===== src/serial_link_defs.svh =====
// offsets, field positions and reset values of the serial link configuration bank
`ifndef SERIAL_LINK_DEFS_SVH
`define SERIAL_LINK_DEFS_SVH

`define REG_ADDR_W      12
`define A_LL_TEST       12'h0577
`define A_PHASE_OFS     12'h0578
`define A_STATUS        12'h057A
`define A_DEV_ID        12'h0580
`define A_BANK_ID       12'h0581
`define A_LANE0_ID      12'h0583
`define A_LANE1_ID      12'h0584
`define A_LANE2_ID      12'h0585
`define A_LANE3_ID      12'h0586
`define A_SCR_LANES     12'h058B
`define A_OCT_FRAME     12'h058C
`define A_FRM_MF        12'h058D

`define SCR_BIT         7
`define STAT_BAD_BIT    7

`define RST_LL_TEST     3'h0
`define RST_PHASE_OFS   5'h00
`define RST_DEV_ID      8'h00
`define RST_BANK_ID     4'h0
`define RST_LANE0_ID    5'h00
`define RST_LANE1_ID    5'h01
`define RST_LANE2_ID    5'h02
`define RST_LANE3_ID    5'h03
`define RST_SCR         1'b1
`define RST_LANES       5'h03
`define RST_OCT_FRAME   8'h00
`define RST_FRM_MF      5'h1F

`define LANES_ONE       5'h00
`define LANES_TWO       5'h01
`define LANES_FOUR      5'h03
`define D21_5_OCTET     8'hB5

`endif


===== src/serial_link_pkg.sv =====
// types shared by the serial link configuration bank
package serial_link_pkg;
    typedef logic [3:0][4:0] lane_ids_t;
    typedef enum logic [2:0]
    {
        tm_normal = 3'h0,
        tm_d21_5  = 3'h1,
        tm_rsv2   = 3'h2,
        tm_rsv3   = 3'h3,
        tm_rpat   = 3'h4,
        tm_jspat  = 3'h5,
        tm_jtspat = 3'h6,
        tm_rsv7   = 3'h7
    } link_test_t;
endpackage


===== src/mf_phase_if.sv =====
// carrier between the register bank and the multiframe phase counter
`timescale 1ns/100ps
interface mf_phase_if;
    logic       load;
    logic [4:0] load_value;
    logic [4:0] k_minus_one;
    logic [4:0] phase;
    logic       wrap;
    modport ctrl
    (
        output load,
        output load_value,
        output k_minus_one,
        input  phase,
        input  wrap
    );
    modport counter
    (
        input  load,
        input  load_value,
        input  k_minus_one,
        output phase,
        output wrap
    );
endinterface


===== src/serial_link_config_regs.sv =====
// serial link configuration register bank with multiframe phase alignment
//
// The address-and-strobe port was chosen for this implementation.
`timescale 1ns/100ps
`include "serial_link_defs.svh"
module serial_link_config_regs
(
    input  wire logic                      ref_clk,
    input  wire logic                      rst,
    input  wire logic [`REG_ADDR_W-1:0]    reg_addr,
    input  wire logic [7:0]                reg_wdata,
    input  wire logic                      reg_wr,
    input  wire logic                      reg_rd,
    output logic      [7:0]                reg_rdata,
    input  wire logic                      sysref,
    output serial_link_pkg::link_test_t    test_mode,
    output logic                           test_active,
    output logic      [7:0]                test_octet,
    output logic      [7:0]                device_id,
    output logic      [3:0]                bank_id,
    output serial_link_pkg::lane_ids_t     lane_id,
    output logic                           scrambler_en,
    output logic      [4:0]                lane_count_code,
    output logic      [2:0]                lanes_active,
    output logic      [8:0]                octets_per_frame,
    output logic      [5:0]                frames_per_multiframe,
    output logic      [4:0]                mf_phase,
    output logic                           mf_start,
    output logic                           cfg_invalid
);
    logic [4:0] phase_ofs_r;
    logic [7:0] octets_per_frame_minus_one;
    logic [4:0] frames_per_multiframe_minus_one;
    logic       sys_s1_r;
    logic       sys_s2_r;
    logic       sys_s3_r;
    logic [7:0] rdata_nxt;
    logic [14:0] fk_product;
    logic       wr_hit;

    mf_phase_if mf ();

    mf_phase_counter u_phase
    (
        .ref_clk (ref_clk),
        .rst     (rst),
        .mf      (mf.counter)
    );

    // the counter follows the multiframe length of the live setting
    assign mf.k_minus_one = frames_per_multiframe_minus_one;
    assign mf.load_value  = phase_ofs_r;
    assign mf.load        = sys_s2_r && !sys_s3_r;
    assign mf_phase       = mf.phase;
    assign mf_start       = mf.wrap;
    assign wr_hit         = reg_wr;

    // system reference is a pin: two stages before anything looks at it
    always_ff @(posedge ref_clk)
    begin
        if (rst)
        begin
            sys_s1_r <= 1'b0;
            sys_s2_r <= 1'b0;
            sys_s3_r <= 1'b0;
        end
        else
        begin
            sys_s1_r <= sysref;
            sys_s2_r <= sys_s1_r;
            sys_s3_r <= sys_s2_r;
        end
    end

    // test selector; reserved codes are stored but send no pattern
    always_ff @(posedge ref_clk)
    begin
        if (rst)
            test_mode <= serial_link_pkg::link_test_t'(`RST_LL_TEST);
        else if (wr_hit && reg_addr == `A_LL_TEST)
            test_mode <= serial_link_pkg::link_test_t'(reg_wdata[2:0]);
    end

    always_ff @(posedge ref_clk)
    begin
        if (rst)
        begin
            test_active <= 1'b0;
            test_octet  <= 8'h00;
        end
        else
        begin
            case (test_mode)
                serial_link_pkg::tm_d21_5:
                begin
                    test_active <= 1'b1;
                    test_octet  <= `D21_5_OCTET;
                end
                serial_link_pkg::tm_rpat,
                serial_link_pkg::tm_jspat,
                serial_link_pkg::tm_jtspat:
                begin
                    test_active <= 1'b1;
                    test_octet  <= 8'h00;
                end
                default:
                begin
                    test_active <= 1'b0;
                    test_octet  <= 8'h00;
                end
            endcase
        end
    end

    always_ff @(posedge ref_clk)
    begin
        if (rst)
            phase_ofs_r <= `RST_PHASE_OFS;
        else if (wr_hit && reg_addr == `A_PHASE_OFS)
            phase_ofs_r <= reg_wdata[4:0];
    end

    always_ff @(posedge ref_clk)
    begin
        if (rst)
            device_id <= `RST_DEV_ID;
        else if (wr_hit && reg_addr == `A_DEV_ID)
            device_id <= reg_wdata;
    end

    always_ff @(posedge ref_clk)
    begin
        if (rst)
            bank_id <= `RST_BANK_ID;
        else if (wr_hit && reg_addr == `A_BANK_ID)
            bank_id <= reg_wdata[3:0];
    end

    // lane identifiers, one independent field per lane
    always_ff @(posedge ref_clk)
    begin
        if (rst)
        begin
            lane_id[0] <= `RST_LANE0_ID;
            lane_id[1] <= `RST_LANE1_ID;
            lane_id[2] <= `RST_LANE2_ID;
            lane_id[3] <= `RST_LANE3_ID;
        end
        else if (wr_hit)
        begin
            case (reg_addr)
                `A_LANE0_ID: lane_id[0] <= reg_wdata[4:0];
                `A_LANE1_ID: lane_id[1] <= reg_wdata[4:0];
                `A_LANE2_ID: lane_id[2] <= reg_wdata[4:0];
                `A_LANE3_ID: lane_id[3] <= reg_wdata[4:0];
                default:     lane_id    <= lane_id;
            endcase
        end
    end

    always_ff @(posedge ref_clk)
    begin
        if (rst)
        begin
            scrambler_en    <= `RST_SCR;
            lane_count_code <= `RST_LANES;
        end
        else if (wr_hit && reg_addr == `A_SCR_LANES)
        begin
            scrambler_en    <= reg_wdata[`SCR_BIT];
            lane_count_code <= reg_wdata[4:0];
        end
    end

    // unlisted lane codes keep the previous lane count rather than guess
    always_ff @(posedge ref_clk)
    begin
        if (rst)
            lanes_active <= 3'h4;
        else
        begin
            case (lane_count_code)
                `LANES_ONE:  lanes_active <= 3'h1;
                `LANES_TWO:  lanes_active <= 3'h2;
                `LANES_FOUR: lanes_active <= 3'h4;
                default:     lanes_active <= lanes_active;
            endcase
        end
    end

    always_ff @(posedge ref_clk)
    begin
        if (rst)
            octets_per_frame_minus_one <= `RST_OCT_FRAME;
        else if (wr_hit && reg_addr == `A_OCT_FRAME)
            octets_per_frame_minus_one <= reg_wdata;
    end

    always_ff @(posedge ref_clk)
    begin
        if (rst)
            frames_per_multiframe_minus_one <= `RST_FRM_MF;
        else if (wr_hit && reg_addr == `A_FRM_MF)
            frames_per_multiframe_minus_one <= reg_wdata[4:0];
    end

    // only the low two bits of F and K decide divisibility by four
    assign fk_product = 15'(octets_per_frame_minus_one + 9'h001)
                      * 15'(frames_per_multiframe_minus_one + 6'h01);

    always_ff @(posedge ref_clk)
    begin
        if (rst)
        begin
            octets_per_frame      <= 9'h001;
            frames_per_multiframe <= 6'h20;
            cfg_invalid           <= 1'b0;
        end
        else
        begin
            octets_per_frame      <= {1'b0, octets_per_frame_minus_one} + 9'h001;
            frames_per_multiframe <= {1'b0, frames_per_multiframe_minus_one} + 6'h01;
            cfg_invalid           <= fk_product[1:0] != 2'h0;
        end
    end

    // read mux; reserved bits and unmapped addresses read zero
    always_comb
    begin
        case (reg_addr)
            `A_LL_TEST:   rdata_nxt = {5'h00, test_mode};
            `A_PHASE_OFS: rdata_nxt = {3'h0, phase_ofs_r};
            `A_STATUS:    rdata_nxt = {cfg_invalid, 2'h0, mf.phase};
            `A_DEV_ID:    rdata_nxt = device_id;
            `A_BANK_ID:   rdata_nxt = {4'h0, bank_id};
            `A_LANE0_ID:  rdata_nxt = {3'h0, lane_id[0]};
            `A_LANE1_ID:  rdata_nxt = {3'h0, lane_id[1]};
            `A_LANE2_ID:  rdata_nxt = {3'h0, lane_id[2]};
            `A_LANE3_ID:  rdata_nxt = {3'h0, lane_id[3]};
            `A_SCR_LANES: rdata_nxt = {scrambler_en, 2'h0, lane_count_code};
            `A_OCT_FRAME: rdata_nxt = octets_per_frame_minus_one;
            `A_FRM_MF:    rdata_nxt = {3'h0, frames_per_multiframe_minus_one};
            default:      rdata_nxt = 8'h00;
        endcase
    end

    // data stand only in the cycle after the strobe
    always_ff @(posedge ref_clk)
    begin
        if (rst)
            reg_rdata <= 8'h00;
        else if (reg_rd)
            reg_rdata <= rdata_nxt;
        else
            reg_rdata <= 8'h00;
    end
endmodule


===== src/mf_phase_counter.sv =====
// multiframe phase counter, one count per frame clock
`timescale 1ns/100ps
module mf_phase_counter
(
    input  wire logic   ref_clk,
    input  wire logic   rst,
    mf_phase_if.counter mf
);
    always_ff @(posedge ref_clk)
    begin
        if (rst)
            mf.phase <= 5'h00;
        else if (mf.load)
            mf.phase <= mf.load_value;
        else if (mf.phase >= mf.k_minus_one)
            mf.phase <= 5'h00;
        else
            mf.phase <= mf.phase + 5'h01;
    end

    // boundary marks the cycle the counter is back at zero by wrapping
    always_ff @(posedge ref_clk)
    begin
        if (rst)
            mf.wrap <= 1'b0;
        else
            mf.wrap <= !mf.load && (mf.phase >= mf.k_minus_one);
    end
endmodule


===== config.mk =====
export PLATFORM = sky130hd
export DESIGN_NAME = serial_link_config_regs
export DESIGN_NICKNAME = d
export VERILOG_FILES = /design/src/serial_link_pkg.sv /design/src/mf_phase_if.sv /design/src/serial_link_config_regs.sv /design/src/mf_phase_counter.sv
export VERILOG_INCLUDE_DIRS = /design/src
export SDC_FILE = /design/constraint.sdc
export NUM_CORES = 1
export LEC_CHECK = 0
export BUFFER_PORTS_ARGS = -buffer_cell sky130_fd_sc_hd__buf_2
export CAP_MARGIN = 10
export CORE_MARGIN = 2
export CORE_UTILIZATION = 53
export CTS_CLUSTER_SIZE = 14
export DETAILED_ROUTE_END_ITERATION = 7
export PLACE_DENSITY = 0.87
export SYNTH_ARGS = -nofsm -noshare
export SYNTH_HDL_FRONTEND = slang
export SYNTH_HIERARCHICAL = 1
export SYNTH_SLANG_ARGS = --single-unit

===== constraint.sdc =====
create_clock -name ref_clk -period 2.4 [get_ports ref_clk]
set_input_delay 0.36 -clock ref_clk [delete_from_list [all_inputs] [get_ports ref_clk]]
set_output_delay 0.36 -clock ref_clk [all_outputs]
set_load 0.02 [all_outputs]

# Word-level counts from Yosys, hierarchy flattened
# Cells that the tools add are included.
# classes
eq_ne,18
multipliers,1
reduce_logical,20
bitwise,1
magnitude_cmp,1
mux,6
addsub,5
# op_table
op,n
$eq A12 B11 Y1 const B,12
$pmux W8 S12,1
$add A8 B1 Y9 const B,2
$add A5 B1 Y6 const B,2
$mux W5,2
$eq A3 B3 Y1 const B,3
$logic_and A1 B1 Y1,9
$mul A9 B6 Y2,1
$pmux W3 S3,1
$mux W8,1
$reduce_and A2 Y1,4
$add A5 B1 Y5 const B,1
$eq A5 B1 Y1 const B,1
$eq A5 B2 Y1 const B,1
$ge A5 B5 Y1,1
$logic_not A5 Y1,1
$reduce_or A4 Y1,1
$eq A3 B1 Y1 const B,1
$reduce_bool A3 Y1,1
$logic_not A1 Y1,2
$reduce_bool A2 Y1,1
$reduce_or A2 Y1,1
$mux W1,1
$not A1 Y1,1
# word_totals
input_bits,25
out_inout_bits,83
ff_bits,104
wordCells,76

# Depth between registers and ports, before layout
# Gate-level depths: netlist (run 1).
# depth
ltp_word,4
depth_mapped,7

# Cells and area by module
# Netlist (run 1), hierarchy kept.
# modules_own_cells
mod,cells_each,n_inst,area_each_um2
serial_link_config_regs,431,1,4055.1
mf_phase_counter,38,1,387.9

# Least setup slack after synthesis (run 1)
# No wires, ideal clock.
# synth_path
path_kind,input-to-reg
startpoint,input port reg_addr[5]
endpoint,register reg_rdata[5]
required_time_ns,2.326
arrival_ns,2.045
setup_time_ns,0.074
slack_ns,0.281
path_stages,7
cell_sequence,or4b_1 buf_2 o22ai_2 a221oi_1 or4b_4 buf_6 nor3_2
# synth_via
elab_chain_cells,2
# synth_lines
item,line,text
start: declaration,serial_link_config_regs.sv:10,"input wire logic [`REG_ADDR_W-1:0] reg_addr,"
$eq A12 B11 Y1,serial_link_config_regs.sv:230,case (reg_addr)
$pmux W8 S12 *,serial_link_config_regs.sv:230,
end signal: assignment,serial_link_config_regs.sv:253,reg_rdata <= rdata_nxt;
end: declaration,serial_link_config_regs.sv:14,"output logic [7:0] reg_rdata,"
# Mark *: on every way between the ends. The rest lies on a longest branch, timed or not.
# A chain may end at the register's enable or synchronous reset.

# Final worst setup path (run 1)
# layout_path
startpoint,input port reg_addr[5]
endpoint,register reg_rdata[3]
# The elaborated chain is that of the path after synthesis.

==> results by group, run 1 <==
Die
  • Num rows: 33
  • Core area: about 0.008 mm²
  • Die area: roughly 0.0091 mm²
  • Starting Density: 0.543
  • Io pins: ~110
  • Die X: about 96 µm
  • Die Ht: 95.6 µm

Detailed routing
  • WL final: 11.8 mm
  • Initial DRC count: roughly 200
  • Final ANT Viol Nets: 0
  • Wire per inst: about 17 µm
  • Router iterations before antenna repair: 6
  • DR vias/cell: between 5 and 6
  • # DRC: 0
  • Total number of vias: between 3000 and 4000

Setup path
  • Crit path kind: input pin to flop
  • Data required, critical path: between 2 and 3 ns
  • Crit path cell chain: buf_2 > or4b_1 > o22ai_2 > a221oi_1 > or4b_4 > a31oi_1
  • Crit-path max FO: 8
  • Slowest CP cell: or4b_1
  • CP arrival: 2.31 ns
  • Critical path launch point type: input pin
  • Crit end category: flop
  • Reg2Reg Setup Slack: between 0.8 and 0.9 ns
  • Worst stage delay on the critical path: about 0.70 ns

Placement
  • DPL Wire Length: 8.80 mm
  • PortBufs: between 100 and 150
  • GP Congestion: roughly 0.9

Power
  • Clock power frac: 0.346
  • Logic pwr share: 0.071
  • LEAKAGE: 2.63 nW
  • Sw Pwr: approximately 0.0007 W
  • Worst vdd ir: roughly 0.00038 V
  • Total power after layout: around 0.0028 W
  • Int Pwr: 0.00209 W
  • Sw Ratio: 0.249
  • PD cells: 530 mW/mm²
  • Seq pwr share: 0.583

Yosys
  • Post-synthesis sequential area ratio: 0.437
  • FFs w/ async S/R, synth: 0
  • Post-Syn Instances: 469
  • Mean post-synth cell area: ~9.5 µm²
  • Number of flops mapped to enable cells by yosys: 0
  • Post-Syn Area: about 0.0044 mm²
  • Top FF cell, synth: dfxtp_1
  • Count leader, synth: dfxtp_1
  • Post-synth top area share: 0.437
  • Most common library cells after synthesis: 97 x dfxtp_1, 75 x nor2_1, 54 x mux2i_1, 25 x clkbuf_1, 20 x nand3_1
  • Synth area leaders: dfxtp_1 44%, mux2i_1 12%, nor2_1 6.3%, ha_1 2.3%, nand3_1 2.3%
  • Ys Warns: 6
  • Synthesized flop and latch total: 97
  • Largest area contributor in the netlist: dfxtp_1
  • Unique masters post-synth: 64

Timing
  • Final worst-path cycle share: 0.843
  • Slew @ Worst Pin: between 0.5 and 0.6 ns
  • Clock Skews: ~0.0055 ns
  • Slew Limit Fails: 0
  • Upper clock frequency limit: 0.494 GHz
  • Worst rel slew slack: 0.641
  • RSZ-0062 raised after global routing: no
  • Final setup fails: 0
  • Hold Vio Cnt, Final: 0
  • Setup TNS: 0 ns
  • Post-layout minimum cycle time: 2.02 ns
  • Hold Slack: around 0.20 ns

Clocking
  • Num CTS Buffers: 9
  • # clock sinks: slightly below 100
  • # Post-CTS Setup Buffers: 0
  • Later-pin clock latency in the skew report: 0.37 ns
  • CTS Hold Bufs: 0
  • Max Buffers Root-to-Sink: 2
  • Clock-pin slew on the worst setup and hold paths: around 0.09 ns
  • CTS root buf: clkbuf_8
  • Post-CTS Resized: 0
  • H-tree depth: 3
  • CTS tree: built

GRT
  • Initial antenna violation count: 0
  • GR Util All Layers: 0.266
  • Vias in the first global route: approximately 3600
  • First-pass GRT wire length: roughly 18 mm
  • Pin count of the biggest net entering global routing: 46
  • Total gr overflow: 0

Hold path
  • HP Class: input pin to flop

Status
  • Status: finished clean

Final layout
  • Area grow syn2layout: 18.0%
  • # diodes: 0
  • Util after Layout: 0.641
  • Proportion of layout cells with a drive suffix above 1: 0.286
  • Nets: 601

Run
  • Max-Cap Viols: 0
worst max-delay path: cells and delay by family:
family	cells	cell delay, ns
simple gates	2	1.33
compound gates	3	0.52
buf+inv	1	0.10
flip-flops by register name (all words and copies together) (netlist names), 3 cells and up:
register and flops:
u_phase/mf.phase 5, octets_per_frame 9, bank_id 4, test_mode 3, lanes_active 3, mf.load_value 5
octets_per_frame_minus_one 8, lane_id 20, frames_per_multiframe 6, device_id 8, lane_count_code 5, frames_per_multiframe_minus_one 5
reg_rdata 8
metal layers:
layer  global-route usage  wire (µm)
met1                0.336       4970
met2                0.448       5720
met3               0.0490        843
met4                0.101        266
met5                    0          0
stage by stage:
step	cell area, µm²	setup WS (ns)	std cells
after global placement	5070	0.102	662
after floorplan	4450	0.281	471
final	5240	0.376	678
after detailed placement	5070	0.0329	662
after global routing	5240	0.361	678
after CTS	5240	0.409	678
power groups by stage:
stage | clock network [W] | logic (W) | registers, W
4_1_cts | 0.000982 | 0.000194 | 0.00162
3_3_place_gp | 0 | 0.000190 | 0.00166
6_report | 0.000962 | 0.000197 | 0.00162
2_1_floorplan | 0 | 0.000125 | 0.00166
5_1_grt | 0.00105 | 0.000213 | 0.00162
3_5_place_dp | 0 | 0.000194 | 0.00166
cell usage in the layout, fill, tap and decap left out, types with 9 or more instances in the layout:
cell	n
a211o_1	10
a21oi_1	11
buf_2	104
buf_4	19
clkbuf_8	10
dfxtp_1	97
inv_1	18
mux2i_1	54
nand2_1	17
nand3_1	20
nor2_1	75
nor2b_1	9
logic make-up after synthesis:
family          count (synthesis)  share of synthesized area
fa+ha+maj                       8                     0.0225
other cells                     1                   0.000844
simple gates                  167                      0.195
compound gates                 69                      0.125
mux                            63                      0.147
flops                          97                      0.437
xor+xnor                        9                     0.0177
buf+inv                        55                     0.0546
layout make-up:
type / count / area (µm²)
timing repair buffer: 123 / 663
fill: 703 / 2930
clock inverter: 4 / 28.8
multi-input combinational: 319 / 2270
tap: 105 / 131
inverter: 18 / 67.6
sequential: 97 / 1940
clock buffer: 12 / 145
final timing paths:
check                                                        start             endpoint  cells past startpoint
worst max-delay path                                   reg_addr[5]         reg_rdata[3]                      6
worst min-delay path                                        sysref             sys_s1_r                      2
worst max register to register  frames_per_multiframe_minus_one[4]  u_phase/mf.phase[3]                      6
worst min register to register                            sys_s1_r             sys_s2_r                      1
Note: power is estimated with default switching activity, not from simulation.
==> run 2: changes to the inputs <==
CORE_UTILIZATION = 48   (was 53)
PLACE_DENSITY = 0.84   (was 0.87)
clock period = 1.6 ns   (was 2.4 ns; I/O delays follow)
==> results by group, run 2 (synthesis results as in run 1) <==
Power
  • Int Pwr: approximately 0.0033 W
  • Seq pwr share: 0.554
  • Worst vdd ir: about 0.00043 V
  • PD cells: about 780 mW/mm²
  • LEAKAGE: roughly 2.8 nW
  • Clock power frac: 0.366
  • Sw Pwr: roughly 0.0011 W
  • Logic pwr share: 0.080
  • Sw Ratio: 0.241

Final layout
  • # fillers: a little under 800
  • Util after Layout: 0.616
  • Max reg flops: 20
  • Proportion of layout cells with a drive suffix above 1: 0.333
  • Nets: about 630
  • Area grow syn2layout: 26.2%
  • Largest registers: lane_id: 20 flops, octets_per_frame: 9 flops
  • Register bank with the most flops: lane_id
  • Commonest non-fill, non-tap cell in the layout: buf_2
  • # diodes: 0
  • Commonest non-fill, non-tap cells in the layout: 102 x buf_2, 96 x dfxtp_1, 75 x nor2_1

Detailed routing
  • DR vias/cell: roughly 5.5
  • Final ANT Viol Nets: 0
  • # DRC: 0
  • WL final: 12.3 mm
  • Router iterations before antenna repair: 5
  • Wire per inst: about 17 µm
  • Total number of vias: 3964
  • Initial DRC count: between 150 and 200

Timing
  • Upper clock frequency limit: between 0.6 and 0.7 GHz
  • Slew @ Worst Pin: about 0.52 ns
  • Fin worst setup slack: -0.0481 ns
  • Final setup fails: 8
  • RSZ-0062 raised after global routing: yes
  • Post-layout minimum cycle time: 1.65 ns
  • Hold Vio Cnt, Final: 0
  • Setup TNS: -0.246 ns
  • Final worst-path cycle share: 1.03
  • Clock Skews: 0.00946 ns
  • Slew Limit Fails: 0
  • Worst rel slew slack: 0.649

Clocking
  • CTS tree: built
  • Max Buffers Root-to-Sink: 2
  • Num CTS Buffers: 9
  • # clock sinks: just under 100
  • CTS Hold Bufs: 0
  • H-tree depth: 3
  • CTS root buf: clkbuf_8
  • Later-pin clock latency in the skew report: approximately 0.36 ns
  • Clock-pin slew on the worst setup and hold paths: roughly 0.09 ns

GRT
  • Busiest layer in global routing: met2
  • Initial antenna violation count: 0
  • Met2 Track Usage GR: 0.400
  • GR Util met3: 0.0446
  • Met1 Use GR: 0.334
  • Pin count of the biggest net entering global routing: 47
  • GR Util All Layers: 0.246
  • Vias in the first global route: between 3000 and 4000
  • Total gr overflow: 0
  • First-pass GRT wire length: a little under 20 mm

Setup path
  • Worst Reg2Reg Path Length in Cells: 5
  • Crit end category: flop
  • Slowest CP cell: or4b_4
  • Worst stage delay on the critical path: approximately 0.59 ns
  • CP delay by family, top: simple AND/OR/NAND/NOR gates
  • CP arrival: roughly 1.9 ns
  • CP dominant cell by count: or4b_4
  • Critical path launch point type: input pin
  • Total stage count of the critical path: 6
  • Crit path cell chain: buf_6 > or4b_4 > o22ai_2 > a221oi_2 > or4b_4 > nor3_2
  • Crit-path max FO: 8
  • Data required, critical path: 1.89 ns
  • Worst Path Buf+Inv: 1
  • Crit path kind: input pin to flop

Placement
  • GP Congestion: around 0.94
  • DPL Wire Length: between 9 and 10 mm
  • PortBufs: between 100 and 150
  • Worst slack at placement: -0.446 ns

Die
  • Num rows: 35
  • Die area: about 0.01 mm²
  • Io pins: 108
  • Starting Density: 0.488
  • Core area: between 0.009 and 0.01 mm²
  • Die Ht: about 100 µm
  • Die X: roughly 100 µm

Hold path
  • HP Class: input pin to flop
  • Hold Path Stages: 2

Run
  • Max-Cap Viols: 0

Status
  • Failing checks: negative setup slack
  • Status: finished with violations
-- run 2: cell types whose count changed in the layout (fill, tap and decap cells not counted), sizes merged --
| cell | before | now |
|---|---|---|
| buf | 123 | 153 |
| nor2 | 76 | 77 |
| bufinv | 0 | 1 |
| clkinv | 2 | 0 |
| clkinvlp | 2 | 3 |
-- run 2: repair_timing --
| action | 4_1_cts | 5_1_grt |
|---|---|---|
| endpoints found under the setup margin | 14 | 32 |
| pin swaps | 4 | 3 |
| buffers inserted | 0 | 1 |
| gates resized for setup | 1 | 6 |
| gates cloned | 1 | 0 |
-- run 2: per-layer routing --
layer | wire length (µm) | vias up | part of all wire
met5 | 0 | - | 0
met2 | 5740 | 149 | 0.47
li1 | - | 1911 | -
met3 | 807 | 16 | 0.066
met1 | 5510 | 1888 | 0.45
met4 | 237 | 0 | 0.019
-- run 2: path summary, 6_finish.rpt --
path	start	slack, ns	endpoint
max	reg_addr[5]	-0.05	reg_rdata[5]
min reg2reg	sys_s1_r	0.47	sys_s2_r
min	sysref	0.10	sys_s1_r
max reg2reg	u_phase/mf.phase[2]	0.09	u_phase/mf.phase[0]
-- run 2: cell type report --
cell class	count	area (µm²)	area share
Clock buffer	12	145	0.0259
Clock inverter	4	52.6	0.00937
Inverter	18	67.6	0.0120
Multi-Input combinational cell	320	2310	0.412
Sequential cell	97	1940	0.346
Tap cell	111	139	0.0248
Timing Repair Buffer	153	950	0.169
-- run 2: power by group through the flow --
stage / sequential (W) / combinational, W / clock (W)
floorplan: 0.00249 / 0.000192 / 0
finish: 0.00243 / 0.000352 / 0.00161
global route: 0.00243 / 0.000376 / 0.00173
global placement: 0.00249 / 0.000333 / 0
CTS: 0.00243 / 0.000342 / 0.00163
detailed placement: 0.00249 / 0.000338 / 0
-- run 2: metrics by stage --
stage | power, W | std cells | cell area, µm² | hold WS (ns)
2_1_floorplan | 0.00269 | 471 | 4490 | 0.368
3_3_place_gp | 0.00282 | 697 | 5360 | 0.434
3_5_place_dp | 0.00283 | 697 | 5360 | 0.458
4_1_cts | 0.00441 | 714 | 5570 | 0.100
5_1_grt | 0.00454 | 715 | 5610 | 0.110
6_report | 0.00439 | 715 | 5610 | 0.105
